[config.mk]
export PLATFORM = sky130hd
export DESIGN_NAME = ueh_ctrl
export DESIGN_NICKNAME = d
export VERILOG_FILES = /design/src/rtl/ueh_pkg.sv /design/src/rtl/ueh_sync.sv /design/src/rtl/ueh_ep_state.sv /design/src/rtl/ueh_ctrl.sv
export SDC_FILE = /design/constraint.sdc
export NUM_CORES = 1
export LEC_CHECK = 0
export BUFFER_PORTS_ARGS = -buffer_cell sky130_fd_sc_hd__buf_2
export CAP_MARGIN = 5
export CORE_ASPECT_RATIO = 0.8
export CORE_MARGIN = 2
export CORE_UTILIZATION = 50
export DETAILED_ROUTE_END_ITERATION = 16
export HOLD_SLACK_MARGIN = 0.05
export PLACE_DENSITY = 0.8
export RECOVER_POWER = 100
export SYNTH_ARGS = -nofsm -noshare
export SYNTH_HDL_FRONTEND = slang
export SYNTH_HIERARCHICAL = 1
export SYNTH_SLANG_ARGS = --single-unit
export TNS_END_PERCENT = 50
[constraint.sdc]
create_clock -name clk_i -period 2.7 [get_ports clk_i]
set_input_delay 0.54 -clock clk_i [delete_from_list [all_inputs] [get_ports clk_i]]
set_output_delay 0.54 -clock clk_i [all_outputs]
set_load 0.02 [all_outputs]
[src/rtl/ueh_pkg.sv]
// ============================================================
// ueh_pkg: register map, field positions and states of the
// usb endpoint state and host interrupt block.
// assumes a 32-bit classic wishbone slave port, word addressed.
// ============================================================
package ueh_pkg;

    // ========================================================
    // register indices (byte address is four times the index)
    localparam logic [8:0] IDX_HOST_IEN_CLR = 9'h008;
    localparam logic [8:0] IDX_HOST_IEN_SET = 9'h009;
    localparam logic [8:0] IDX_HOST_FLAGS   = 9'h01C;
    localparam logic [8:0] IDX_EP_CLR       = 9'h104;
    localparam logic [8:0] IDX_EP_SET       = 9'h105;
    localparam logic [8:0] IDX_EP_STATE     = 9'h106;
    localparam logic [8:0] IDX_EP_FLAGS     = 9'h107;
    localparam logic [8:0] IDX_EP_IEN       = 9'h108;

    // ========================================================
    // endpoint state fields
    localparam int B_BANK0_READY = 6;
    localparam int B_STALL_REQ   = 4;
    localparam int B_CUR_BANK    = 2;
    localparam int B_IN_TOGGLE   = 1;
    localparam int B_OUT_TOGGLE  = 0;
    localparam logic [7:0] EP_STATE_MASK  = 8'h57;
    localparam logic [7:0] EP_STATE_RESET = 8'h00;

    // endpoint flag fields
    localparam int B_EP_OUT_DONE = 0;
    localparam int B_EP_IN_DONE  = 1;
    localparam int B_EP_SETUP    = 4;
    localparam int B_EP_STALLED  = 5;
    localparam logic [7:0] EP_FLAG_MASK  = 8'h33;
    localparam logic [7:0] EP_FLAG_RESET = 8'h00;

    // host flag and enable fields, one shared layout
    localparam int B_UP_RESUME = 6;
    localparam int B_DN_RESUME = 5;
    localparam int B_WAKE_UP   = 4;
    localparam int B_BUS_RESET = 3;
    localparam int B_FRAME_ST  = 2;
    localparam int B_DEV_CONN  = 8;
    localparam int B_DEV_DISC  = 9;
    localparam logic [15:0] HOST_MASK  = 16'h037C;
    localparam logic [15:0] HOST_RESET = 16'h0000;

    // handshake sequencer states
    typedef enum logic [1:0] {
        ST_IDLE    = 2'b01,
        ST_RESPOND = 2'b10
    } ueh_state_type;

endpackage : ueh_pkg

[src/rtl/ueh_sync.sv]
// ============================================================
// ueh_sync: two-flop synchroniser for pin-level inputs.
// assumes the inputs are quasi-static levels, not pulses.
// ============================================================
`timescale 1ns/1ns
module ueh_sync #(
    parameter int W = 1
) (
    // clock and control
    input  wire logic         clk_i,
    input  wire logic         rst_i,
    input  wire logic         ce_i,
    // levels
    input  wire logic [W-1:0] async_i,
    output logic      [W-1:0] sync_o
);
    logic [W-1:0] meta_reg;

    // first stage is read only by the second stage
    genvar g;
    generate
        for (g = 0; g < W; g++) begin : g_bit
            always_ff @(posedge clk_i) begin
                if (rst_i) begin
                    meta_reg[g] <= 1'b0;
                    sync_o[g]   <= 1'b0;
                end else if (ce_i) begin
                    meta_reg[g] <= async_i[g];
                    sync_o[g]   <= meta_reg[g];
                end
            end
        end
    endgenerate

endmodule : ueh_sync

[src/rtl/ueh_ep_state.sv]
// ============================================================
// ueh_ep_state: endpoint state bits with set/clear strobes.
// assumes strobes and link events share the block clock.
// ============================================================
`timescale 1ns/1ns
module ueh_ep_state (
    // clock and control
    input  wire logic       clk_i,
    input  wire logic       rst_i,
    input  wire logic       ce_i,
    // software strobes, one cycle
    input  wire logic [7:0] sw_set_i,
    input  wire logic [7:0] sw_clr_i,
    // link events, one cycle
    input  wire logic       setup_rcvd_i,
    input  wire logic       in_ack_i,
    input  wire logic       out_data_ok_i,
    // state
    output logic      [7:0] state_o
);
    logic [7:0] hw_next;
    logic [7:0] state_next;

    // hardware first, then software clear, then set wins
    always_comb begin
        hw_next = state_o;
        if (setup_rcvd_i) hw_next[ueh_pkg::B_STALL_REQ] = 1'b0;
        if (in_ack_i) begin
            hw_next[ueh_pkg::B_BANK0_READY] = 1'b0;
            hw_next[ueh_pkg::B_IN_TOGGLE]   = ~state_o[ueh_pkg::B_IN_TOGGLE];
        end
        if (out_data_ok_i) begin
            hw_next[ueh_pkg::B_BANK0_READY] = 1'b1;
            hw_next[ueh_pkg::B_OUT_TOGGLE]  = ~state_o[ueh_pkg::B_OUT_TOGGLE];
        end
        state_next = ((hw_next & ~sw_clr_i) | sw_set_i)
                     & ueh_pkg::EP_STATE_MASK;
    end

    // state register, frozen while ce_i is low
    always_ff @(posedge clk_i) begin
        if (rst_i) begin
            state_o <= ueh_pkg::EP_STATE_RESET;
        end else if (ce_i) begin
            state_o <= state_next;
        end
    end

endmodule : ueh_ep_state

[src/rtl/ueh_ctrl.sv]
// ============================================================
// ueh_ctrl: endpoint state, handshake answer and host interrupt
// logic behind a classic wishbone slave.
// assumes link events are one-cycle pulses on clk_i and the
// attach pin is asynchronous.
// ============================================================
//
// Added by the designer: the Wishbone slave port.
`timescale 1ns/1ns
module ueh_ctrl (
    // clock, reset, enable
    input  wire logic        clk_i,
    input  wire logic        rst_i,
    input  wire logic        ce_i,
    // wishbone slave
    input  wire logic        cyc_i,
    input  wire logic        stb_i,
    input  wire logic        we_i,
    input  wire logic [10:2] adr_i,
    input  wire logic [3:0]  sel_i,
    input  wire logic [31:0] dat_i,
    output logic      [31:0] dat_o,
    output logic             ack_o,
    // link events from the protocol engine
    input  wire logic        bus_reset_evt_i,
    input  wire logic        frame_start_evt_i,
    input  wire logic        up_resume_evt_i,
    input  wire logic        dn_resume_evt_i,
    input  wire logic        wake_up_evt_i,
    input  wire logic        setup_rcvd_i,
    input  wire logic        in_token_i,
    input  wire logic        out_token_i,
    input  wire logic        in_ack_i,
    input  wire logic        out_data_ok_i,
    // attach detect pin
    input  wire logic        dev_attached_i,
    // handshake answer to the link
    output logic             hs_stall_o,
    output logic             hs_nak_o,
    output logic             hs_ack_o,
    output logic             tx_data_o,
    output logic             pid_data1_o,
    output logic             bank_sel_o,
    // interrupt
    output logic             irq_o
);

    // ========================================================
    // decode helpers
    function automatic logic hit(input logic [8:0] a,
                                 input logic [8:0] idx);
        hit = (a == idx);
    endfunction : hit
    function automatic logic [31:0] lane_mask(input logic [3:0] s);
        lane_mask = {{8{s[3]}}, {8{s[2]}}, {8{s[1]}}, {8{s[0]}}};
    endfunction : lane_mask

    // ========================================================
    // bus signals
    logic        req;
    logic        wr_acc;
    logic        rd_acc;
    logic [31:0] wdata;
    logic [31:0] rd_mux;

    logic [7:0]  ep_state;
    logic [7:0]  ep_set;
    logic [7:0]  ep_clr;
    logic [7:0]  ep_flags_reg;
    logic [7:0]  ep_flags_next;
    logic [7:0]  ep_ien_reg;
    logic [15:0] host_flags_reg;
    logic [15:0] host_flags_next;
    logic [15:0] host_ien_reg;
    logic [15:0] host_ien_next;
    logic        attached_sync;
    logic        attached_prev_reg;
    logic        conn_evt;
    logic        disc_evt;
    logic        tok_in_reg;
    logic        pending;
    ueh_pkg::ueh_state_type state_reg;
    ueh_pkg::ueh_state_type state_next;

    // effects land on the edge where ack is seen high
    assign req    = cyc_i & stb_i;
    assign wr_acc = req & ack_o & we_i & ce_i;
    assign rd_acc = req & ack_o & ~we_i & ce_i;
    assign wdata  = dat_i & lane_mask(sel_i);

    // ack one cycle after the request, dropped after one cycle
    always_ff @(posedge clk_i) begin
        if (rst_i) begin
            ack_o <= 1'b0;
        end else if (ce_i) begin
            ack_o <= req & ~ack_o;
        end
    end

    // read mux; unmapped indices read as zero
    always_comb begin
        rd_mux = 32'h0000_0000;
        if (hit(adr_i, ueh_pkg::IDX_HOST_FLAGS))
            rd_mux = {16'h0000, host_flags_reg};
        else if (hit(adr_i, ueh_pkg::IDX_HOST_IEN_SET) ||
                 hit(adr_i, ueh_pkg::IDX_HOST_IEN_CLR))
            rd_mux = {16'h0000, host_ien_reg};
        else if (hit(adr_i, ueh_pkg::IDX_EP_STATE))
            rd_mux = {24'h00_0000, ep_state};
        else if (hit(adr_i, ueh_pkg::IDX_EP_FLAGS))
            rd_mux = {24'h00_0000, ep_flags_reg};
        else if (hit(adr_i, ueh_pkg::IDX_EP_IEN))
            rd_mux = {24'h00_0000, ep_ien_reg};
    end

    // read data captured with ack, cleared afterwards
    always_ff @(posedge clk_i) begin
        if (rst_i) begin
            dat_o <= 32'h0000_0000;
        end else if (ce_i) begin
            dat_o <= (req & ~ack_o & ~we_i) ? rd_mux : 32'h0000_0000;
        end
    end

    // ========================================================
    // endpoint state strobes
    assign ep_set = (wr_acc && hit(adr_i, ueh_pkg::IDX_EP_SET))
                    ? wdata[7:0] : 8'h00;
    assign ep_clr = (wr_acc && hit(adr_i, ueh_pkg::IDX_EP_CLR))
                    ? wdata[7:0] : 8'h00;

    ueh_ep_state u_ep_state (
        .clk_i         (clk_i),
        .rst_i         (rst_i),
        .ce_i          (ce_i),
        .sw_set_i      (ep_set),
        .sw_clr_i      (ep_clr),
        .setup_rcvd_i  (setup_rcvd_i),
        .in_ack_i      (in_ack_i),
        .out_data_ok_i (out_data_ok_i),
        .state_o       (ep_state)
    );

    // attach pin crosses in through two flops
    ueh_sync #(.W(1)) u_sync (
        .clk_i   (clk_i),
        .rst_i   (rst_i),
        .ce_i    (ce_i),
        .async_i (dev_attached_i),
        .sync_o  (attached_sync)
    );

    // edge memory for connect and disconnect
    always_ff @(posedge clk_i) begin
        if (rst_i) begin
            attached_prev_reg <= 1'b0;
        end else if (ce_i) begin
            attached_prev_reg <= attached_sync;
        end
    end
    assign conn_evt = attached_sync & ~attached_prev_reg;
    assign disc_evt = ~attached_sync & attached_prev_reg;

    // ========================================================
    // host enables: set and clear registers
    always_comb begin
        host_ien_next = host_ien_reg;
        if (wr_acc && hit(adr_i, ueh_pkg::IDX_HOST_IEN_CLR))
            host_ien_next = host_ien_reg & ~wdata[15:0];
        if (wr_acc && hit(adr_i, ueh_pkg::IDX_HOST_IEN_SET))
            host_ien_next = host_ien_reg | wdata[15:0];
        host_ien_next = host_ien_next & ueh_pkg::HOST_MASK;
    end
    always_ff @(posedge clk_i) begin
        if (rst_i) begin
            host_ien_reg <= ueh_pkg::HOST_RESET;
        end else if (ce_i) begin
            host_ien_reg <= host_ien_next;
        end
    end

    // host flags: sticky, cleared by read or one written
    always_comb begin
        host_flags_next = host_flags_reg;
        // only bits actually returned are cleared, so nothing
        // set after the read sample is lost
        if (rd_acc && hit(adr_i, ueh_pkg::IDX_HOST_FLAGS))
            host_flags_next = host_flags_next & ~dat_o[15:0];
        if (wr_acc && hit(adr_i, ueh_pkg::IDX_HOST_FLAGS))
            host_flags_next = host_flags_next & ~wdata[15:0];
        // events set last, so a set wins over a clear
        host_flags_next[ueh_pkg::B_UP_RESUME] |= up_resume_evt_i;
        host_flags_next[ueh_pkg::B_DN_RESUME] |= dn_resume_evt_i;
        host_flags_next[ueh_pkg::B_WAKE_UP]   |= wake_up_evt_i;
        host_flags_next[ueh_pkg::B_BUS_RESET] |= bus_reset_evt_i;
        host_flags_next[ueh_pkg::B_FRAME_ST]  |= frame_start_evt_i;
        host_flags_next[ueh_pkg::B_DEV_CONN]  |= conn_evt;
        host_flags_next[ueh_pkg::B_DEV_DISC]  |= disc_evt;
        host_flags_next = host_flags_next & ueh_pkg::HOST_MASK;
    end
    always_ff @(posedge clk_i) begin
        if (rst_i) begin
            host_flags_reg <= ueh_pkg::HOST_RESET;
        end else if (ce_i) begin
            host_flags_reg <= host_flags_next;
        end
    end

    // ========================================================
    // endpoint flags and their enables
    always_comb begin
        ep_flags_next = ep_flags_reg;
        if (rd_acc && hit(adr_i, ueh_pkg::IDX_EP_FLAGS))
            ep_flags_next = ep_flags_next & ~dat_o[7:0];
        if (wr_acc && hit(adr_i, ueh_pkg::IDX_EP_FLAGS))
            ep_flags_next = ep_flags_next & ~wdata[7:0];
        ep_flags_next[ueh_pkg::B_EP_SETUP]    |= setup_rcvd_i;
        ep_flags_next[ueh_pkg::B_EP_IN_DONE]  |= in_ack_i;
        ep_flags_next[ueh_pkg::B_EP_OUT_DONE] |= out_data_ok_i;
        ep_flags_next[ueh_pkg::B_EP_STALLED]  |=
            (state_reg == ueh_pkg::ST_RESPOND) &
            ep_state[ueh_pkg::B_STALL_REQ];
        ep_flags_next = ep_flags_next & ueh_pkg::EP_FLAG_MASK;
    end
    always_ff @(posedge clk_i) begin
        if (rst_i) begin
            ep_flags_reg <= ueh_pkg::EP_FLAG_RESET;
            ep_ien_reg   <= ueh_pkg::EP_FLAG_RESET;
        end else if (ce_i) begin
            ep_flags_reg <= ep_flags_next;
            if (wr_acc && hit(adr_i, ueh_pkg::IDX_EP_IEN))
                ep_ien_reg <= wdata[7:0] & ueh_pkg::EP_FLAG_MASK;
        end
    end

    // interrupt from flags under their enables
    assign pending = |(host_flags_reg & host_ien_reg) |
                     |(ep_flags_reg & ep_ien_reg);

    always_ff @(posedge clk_i) begin
        if (rst_i) begin
            irq_o <= 1'b0;
        end else if (ce_i) begin
            irq_o <= pending;
        end
    end

    // ========================================================
    // handshake sequencer: a token waits one cycle so that a
    // state write in the same cycle is seen by the answer
    always_comb begin
        case (state_reg)
            ueh_pkg::ST_IDLE:
                state_next = (in_token_i | out_token_i)
                             ? ueh_pkg::ST_RESPOND : ueh_pkg::ST_IDLE;
            ueh_pkg::ST_RESPOND:
                state_next = ueh_pkg::ST_IDLE;
            default:
                state_next = ueh_pkg::ST_IDLE;
        endcase
    end
    always_ff @(posedge clk_i) begin
        if (rst_i) begin
            state_reg  <= ueh_pkg::ST_IDLE;
            tok_in_reg <= 1'b0;
        end else if (ce_i) begin
            state_reg <= state_next;
            if (state_reg == ueh_pkg::ST_IDLE && (in_token_i | out_token_i))
                tok_in_reg <= in_token_i;
        end
    end

    // answer one cycle after the respond state: strobes pulse, pid and bank select hold
    always_ff @(posedge clk_i) begin
        if (rst_i) begin
            hs_stall_o  <= 1'b0;
            hs_nak_o    <= 1'b0;
            hs_ack_o    <= 1'b0;
            tx_data_o   <= 1'b0;
            pid_data1_o <= 1'b0;
            bank_sel_o  <= 1'b0;
        end else if (ce_i) begin
            hs_stall_o <= 1'b0;
            hs_nak_o   <= 1'b0;
            hs_ack_o   <= 1'b0;
            tx_data_o  <= 1'b0;
            if (state_reg == ueh_pkg::ST_RESPOND) begin
                bank_sel_o <= ep_state[ueh_pkg::B_CUR_BANK];
                if (ep_state[ueh_pkg::B_STALL_REQ]) begin
                    hs_stall_o <= 1'b1;
                end else if (tok_in_reg) begin
                    // data only from a filled bank
                    tx_data_o   <= ep_state[ueh_pkg::B_BANK0_READY];
                    hs_nak_o    <= ~ep_state[ueh_pkg::B_BANK0_READY];
                    pid_data1_o <= ep_state[ueh_pkg::B_IN_TOGGLE];
                end else begin
                    // a full bank refuses more data
                    hs_ack_o    <= ~ep_state[ueh_pkg::B_BANK0_READY];
                    hs_nak_o    <= ep_state[ueh_pkg::B_BANK0_READY];
                    pid_data1_o <= ep_state[ueh_pkg::B_OUT_TOGGLE];
                end
            end
        end
    end
endmodule : ueh_ctrl

# --- Word-level counts from Yosys, hierarchy flattened ---
# Index checks and enable logic that the tools add are counted.
word_totals:
  word_cells: 129
  in_bits: 62
  regBits: 73
op_classes:
  eq_ne: 10
  muxes: 33
  n_bitwise: 48
  n_reduce_logical: 19
ops:
  columns: ["op", "n"]
  rows:
  - ["10-bit two-way mux", 6]
  - ["10-bit bitwise AND", 5]
  - ["9-bit equality test (second input constant)", 5]
  - ["32-bit two-way mux", 1]
  - ["6-bit two-way mux", 4]
  - ["7-bit two-way mux", 3]
  - ["10-bit NOT", 2]
  - ["6-bit bitwise AND", 3]
  - ["9-bit by 4-bit equality test with 1-bit output (second input constant)", 2]
  - ["1-bit two-way mux", 17]
  - ["16-bit OR reduction", 1]
  - ["1-bit OR", 13]
  - ["6-bit NOT", 2]
  - ["1-bit bitwise AND", 11]
  - ["1-bit logical AND", 10]
  - ["10-bit OR", 1]
  - ["9-bit by 5-bit equality test with 1-bit output (second input constant)", 1]
  - ["1-bit NOT", 8]
  - ["2-bit AND reduction", 4]
  - ["8-bit OR reduction", 1]
  - ["7-bit bitwise AND", 1]
  - ["7-bit NOT", 1]
  - ["7-bit OR", 1]
  - ["2-bit two-way mux", 2]
  - ["5 further kinds", 5]

# --- Longest topological paths before layout ---
logic_depth:
  ltp_word: 9
  ltp_mapped: 7
  ltp_nobuf: 7

# --- Hierarchy ---
# Netlist, hierarchy kept.
by_module_without_submodules:
  columns: ["mod", "instances", "cells_each", "area_each_um2"]
  rows:
  - ["ueh_ctrl", 1, 335, 2641.3]
  - ["ueh_ep_state", 1, 31, 247.7]
  - ["ueh_sync", 1, 6, 67.6]

# --- Worst setup path after synthesis ---
# No wires, ideal clock.
synth_path:
  kind: "input to register"
  startpoint: "input adr_i[2] (netlist bit)"
  endpoint: "register dat_o[4]"
  setup_ns: 0.079
  t_required_ns: 2.621
  cell_stages: 5
  setup_slack_ns: 0.451
  t_arrival_ns: 2.169
  cell_sequence: "buf_6 -> or4_4 -> or4b_1 -> a221o_1 -> a211oi_2"
synth_between:
  elab_chain_cells: 7
  elab_cells_between_ends: 13
  classes_between: "eq/ne: 6; mux: 6; reduce/logical: 1"
synth_rtl:
  columns: ["element", "line_no", "source"]
  rows:
  - ["start: declaration", "ueh_ctrl.sv:19", "input wire logic [10:2] adr_i,"]
  - ["9-bit equality test", "ueh_ctrl.sv:52", "hit = (a == idx);"]
  - ["6-bit two-way mux", "ueh_ctrl.sv:112", "else if (hit(adr_i, ueh_pkg::IDX_EP_IEN))"]
  - ["6-bit two-way mux", "ueh_ctrl.sv:110", "else if (hit(adr_i, ueh_pkg::IDX_EP_FLAGS))"]
  - ["7-bit two-way mux", "ueh_ctrl.sv:108", "else if (hit(adr_i, ueh_pkg::IDX_EP_STATE))"]
  - ["10-bit two-way mux", "ueh_ctrl.sv:105", "else if (hit(adr_i, ueh_pkg::IDX_HOST_IEN_SET) ||"]
  - ["10-bit two-way mux (*)", "ueh_ctrl.sv:103", "if (hit(adr_i, ueh_pkg::IDX_HOST_FLAGS))"]
  - ["32-bit two-way mux (*)", "ueh_ctrl.sv:121", "dat_o <= (req & ~ack_o & ~we_i) ? rd_mux : 32'h0000_0000;"]
  - ["end signal: assignment", "ueh_ctrl.sv:121", null]
  - ["end: declaration", "ueh_ctrl.sv:22", "output logic [31:0] dat_o,"]
# Mark *: on every way between the ends. The rest lies on a longest branch, timed or not.
# A chain may end at the register's enable or synchronous reset.

# --- Worst setup path in the final report ---
layout_path:
  startpoint: "input ce_i"
  endpoint: "register u_ep_state.state_o[0]"
layout_between:
  elab_chain_cells: 6
  elab_cells_between_ends: 8
  classes_between: "mux: 2; bitwise: 4; reduce/logical: 2"
layout_rtl:
  columns: ["element", "line_no", "source"]
  rows:
  - ["start: declaration", "ueh_ctrl.sv:14", "input wire logic ce_i,"]
  - ["1-bit bitwise AND", "ueh_ctrl.sv:87", "assign wr_acc = req & ack_o & we_i & ce_i;"]
  - ["1-bit logical AND", "ueh_ctrl.sv:129", "assign ep_clr = (wr_acc && hit(adr_i, ueh_pkg::IDX_EP_CLR))"]
  - ["7-bit two-way mux", "ueh_ctrl.sv:130", "? wdata[7:0] : 8'h00;"]
  - ["via ep_clr[0]", "ueh_ctrl.sv:68", "logic [7:0] ep_clr;"]
  - ["7-bit NOT", "ueh_ep_state.sv:36", "state_next = ((hw_next & ~sw_clr_i) | sw_set_i)"]
  - ["7-bit bitwise AND", "ueh_ep_state.sv:36", null]
  - ["7-bit OR", "ueh_ep_state.sv:36", null]
  - ["end signal: assignment", "ueh_ep_state.sv:43", "state_o <= ueh_pkg::EP_STATE_RESET;"]
  - ["end signal: assignment", "ueh_ep_state.sv:45", "state_o <= state_next;"]
  - ["end: declaration", "ueh_ep_state.sv:19", "output logic [7:0] state_o"]
# The timed path passes the listed nets, and every way through them passes these cells.

==> results.yml <==
worst_setup_path:
  r2r_start: "ack_o$_SDFFE_PP0P_"
  worst_setup_path_start_kind: "input port"
  cp.required_ns: 2.86
  end_kind: "flip-flop"
  critPathBufInv: 1
  critPathMaxStageDelay_ns: 0.58
  worstPathArrival_ns: 2.47
  critPathSlowestCell: "clkbuf_1"
  crit_fanout: 14
  crit_path_cell_trace: "clkbuf_1 > and4_1 > nand4b_1 > nor2_1 > nor3b_1 > o21ai_0 > a21oi_1"
  path_class: "input port to flip-flop"
  critPathTopFamily: "simple AND/OR/NAND/NOR gates"
  critPathLaunch: "ce_i"
global_route:
  grt.overflow.total: 0
  antenna_found_initial: 0
  grt_pass1_vias: 2534
  track_usage_pct: 24.7
  grt_pass1_wl_um: 12300
  grt_max_degree: 35
clock_network:
  cts-hold-fix-buffers: 0
  insertion_delay_ns: 0.31
  post_cts_buffers: 0
  cts_resized: 0
  clock-root-buffer: "clkbuf_8"
  cts_made_buffers: 5
  htree_levels: 2
  cts.sinks: 51
  clkTransAtPathRegs_ns: 0.10
  clockBufferDepth: 2
  tritoncts: "built"
detailed_routing:
  drtPass1Iterations: 5
  wl_per_cell_um: 16.2
  wirelength_um: 7950
  drt_iter0_markers: 273
  ant_nets: 0
  drc_errors: 0
  avgViaCountPerCell: 5.96
  dr_total_vias: 2930
run_status:
  status: "completed"
floorplanning:
  dieArea_um2: 6490
  initial_utilization_pct: 52.7
  die_y_um: 72.5
  ios: 102
  die_x_um: 89.6
  rows: 24
  core_area_um2: 5560
synth:
  syn_area_um2: 2930
  synthCells: 365
  yosysWarnings: 6
  avgSynthCellArea_um2: 8.03
cells_and_area:
  antennaDiodeCount: 0
  drive_gt1_share_pct: 12.1
  finalNetCount: 477
  synthToLayoutAreaGrowth_pct: 11.4
job:
  drv_cap: 0
power_and_ir_drop:
  p_per_area_nw_per_um2: 495
  ir_drop_mv: 0.326
  leakage_nw: 1.20
sta:
  finalCriticalPeriod_ns: 2.31
  skew_ns: 0.00817
  setup_viol: 0
  grt_setup_unrepaired: "false"
  drv_slew: 0
  fin_crit_sh_pct: 85.7
  fmaxAchievable_mhz: 432
  fin_setup_tns_ns: 0
  tightest_slew_ns: 0.994
  holdWs_ns: 0.462
  hold_violations: 0
  slew_headroom_pct: 33.7
  timing.final.ws_setup_ns: 0.385
placed_design:
  port_buffers: 54
  gp_congestion: 0.886
  place_ws_ns: 0.184
  dpl.hpwl_um: 5710
worst_hold_path:
  worstHoldStart: "dev_attached_i"
  min-delay-path-class: "input port to flip-flop"
-- worst min-delay path, delay by kind of cell --
family                 cells  cell delay (ns)
buffers and inverters      1             0.07
and+or+nand+nor            1             0.08
muxes                      1             0.05
-- metal layers --
| metal | GRT usage, % | part of all wire, % | wire length, µm | up-vias |
|---|---|---|---|---|
| li1 | - | - | - | 1381 |
| met1 | 36.2 | 45 | 3570 | 1352 |
| met2 | 35.9 | 43 | 3400 | 177 |
| met3 | 6.60 | 11 | 853 | 20 |
| met4 | 6.14 | 1.6 | 125 | 0 |
| met5 | 0 | 0 | 0 | - |
-- cell type report --
class | instances | area [µm²]
clock buffer | 5 | 68.8
clock inverter | 3 | 67.6
fill | 544 | 2290
inverter | 7 | 26.3
multi-input combinational | 285 | 1680
sequential | 51 | 1020
tap | 78 | 97.6
timing repair buffer | 63 | 304
-- per-stage QoR --
| stage | power (W) | std cells | area [µm²] | utilization [%] |
|---|---|---|---|---|
| final | 0.00162 | 492 | 3270 | 58.8 |
| after floorplan | 0.000953 | 388 | 3020 | - |
| after global placement | 0.000993 | 484 | 3180 | 57.2 |
| after detailed placement | 0.000998 | 484 | 3180 | 57.2 |
| after global routing | 0.00168 | 492 | 3270 | 58.8 |
| after CTS | 0.00162 | 492 | 3310 | 59.7 |
-- placed cells by master (no fill, tap or decap), types with 6 or more instances in the layout --
cell	instances
dfxtp_1	51
buf_2	33
a21oi_1	31
nor2_1	30
o21ai_0	28
conb_1	25
nand2_1	24
clkbuf_1	23
nor2b_1	16
nand4_1	13
nand2b_1	11
mux2i_1	11
a22oi_1	10
inv_1	7
a211oi_1	7
buf_4	7
and2_1	6
nand3_1	6
a31oi_1	6
-- worst paths after layout --
path / endpoint / slack [ns] / cells past startpoint
max: u_ep_state/state_o[0]$_SDFFE_PP0P_ / 0.39 / 7
max reg2reg: u_ep_state/state_o[0]$_SDFFE_PP0P_ / 0.92 / 6
min reg2reg: hs_stall_o$_SDFFE_PP0P_ / 0.48 / 2
min: u_sync/meta_reg$_SDFFE_PP0P_ / 0.46 / 3
-- report_power, final --
| group | internal, W | switching (W) |
|---|---|---|
| registers | 0.000770 | 0.0000173 |
| logic | 0.0000652 | 0.000131 |
| clock network | 0.000370 | 0.000264 |
(Power assumes the default switching activity.)
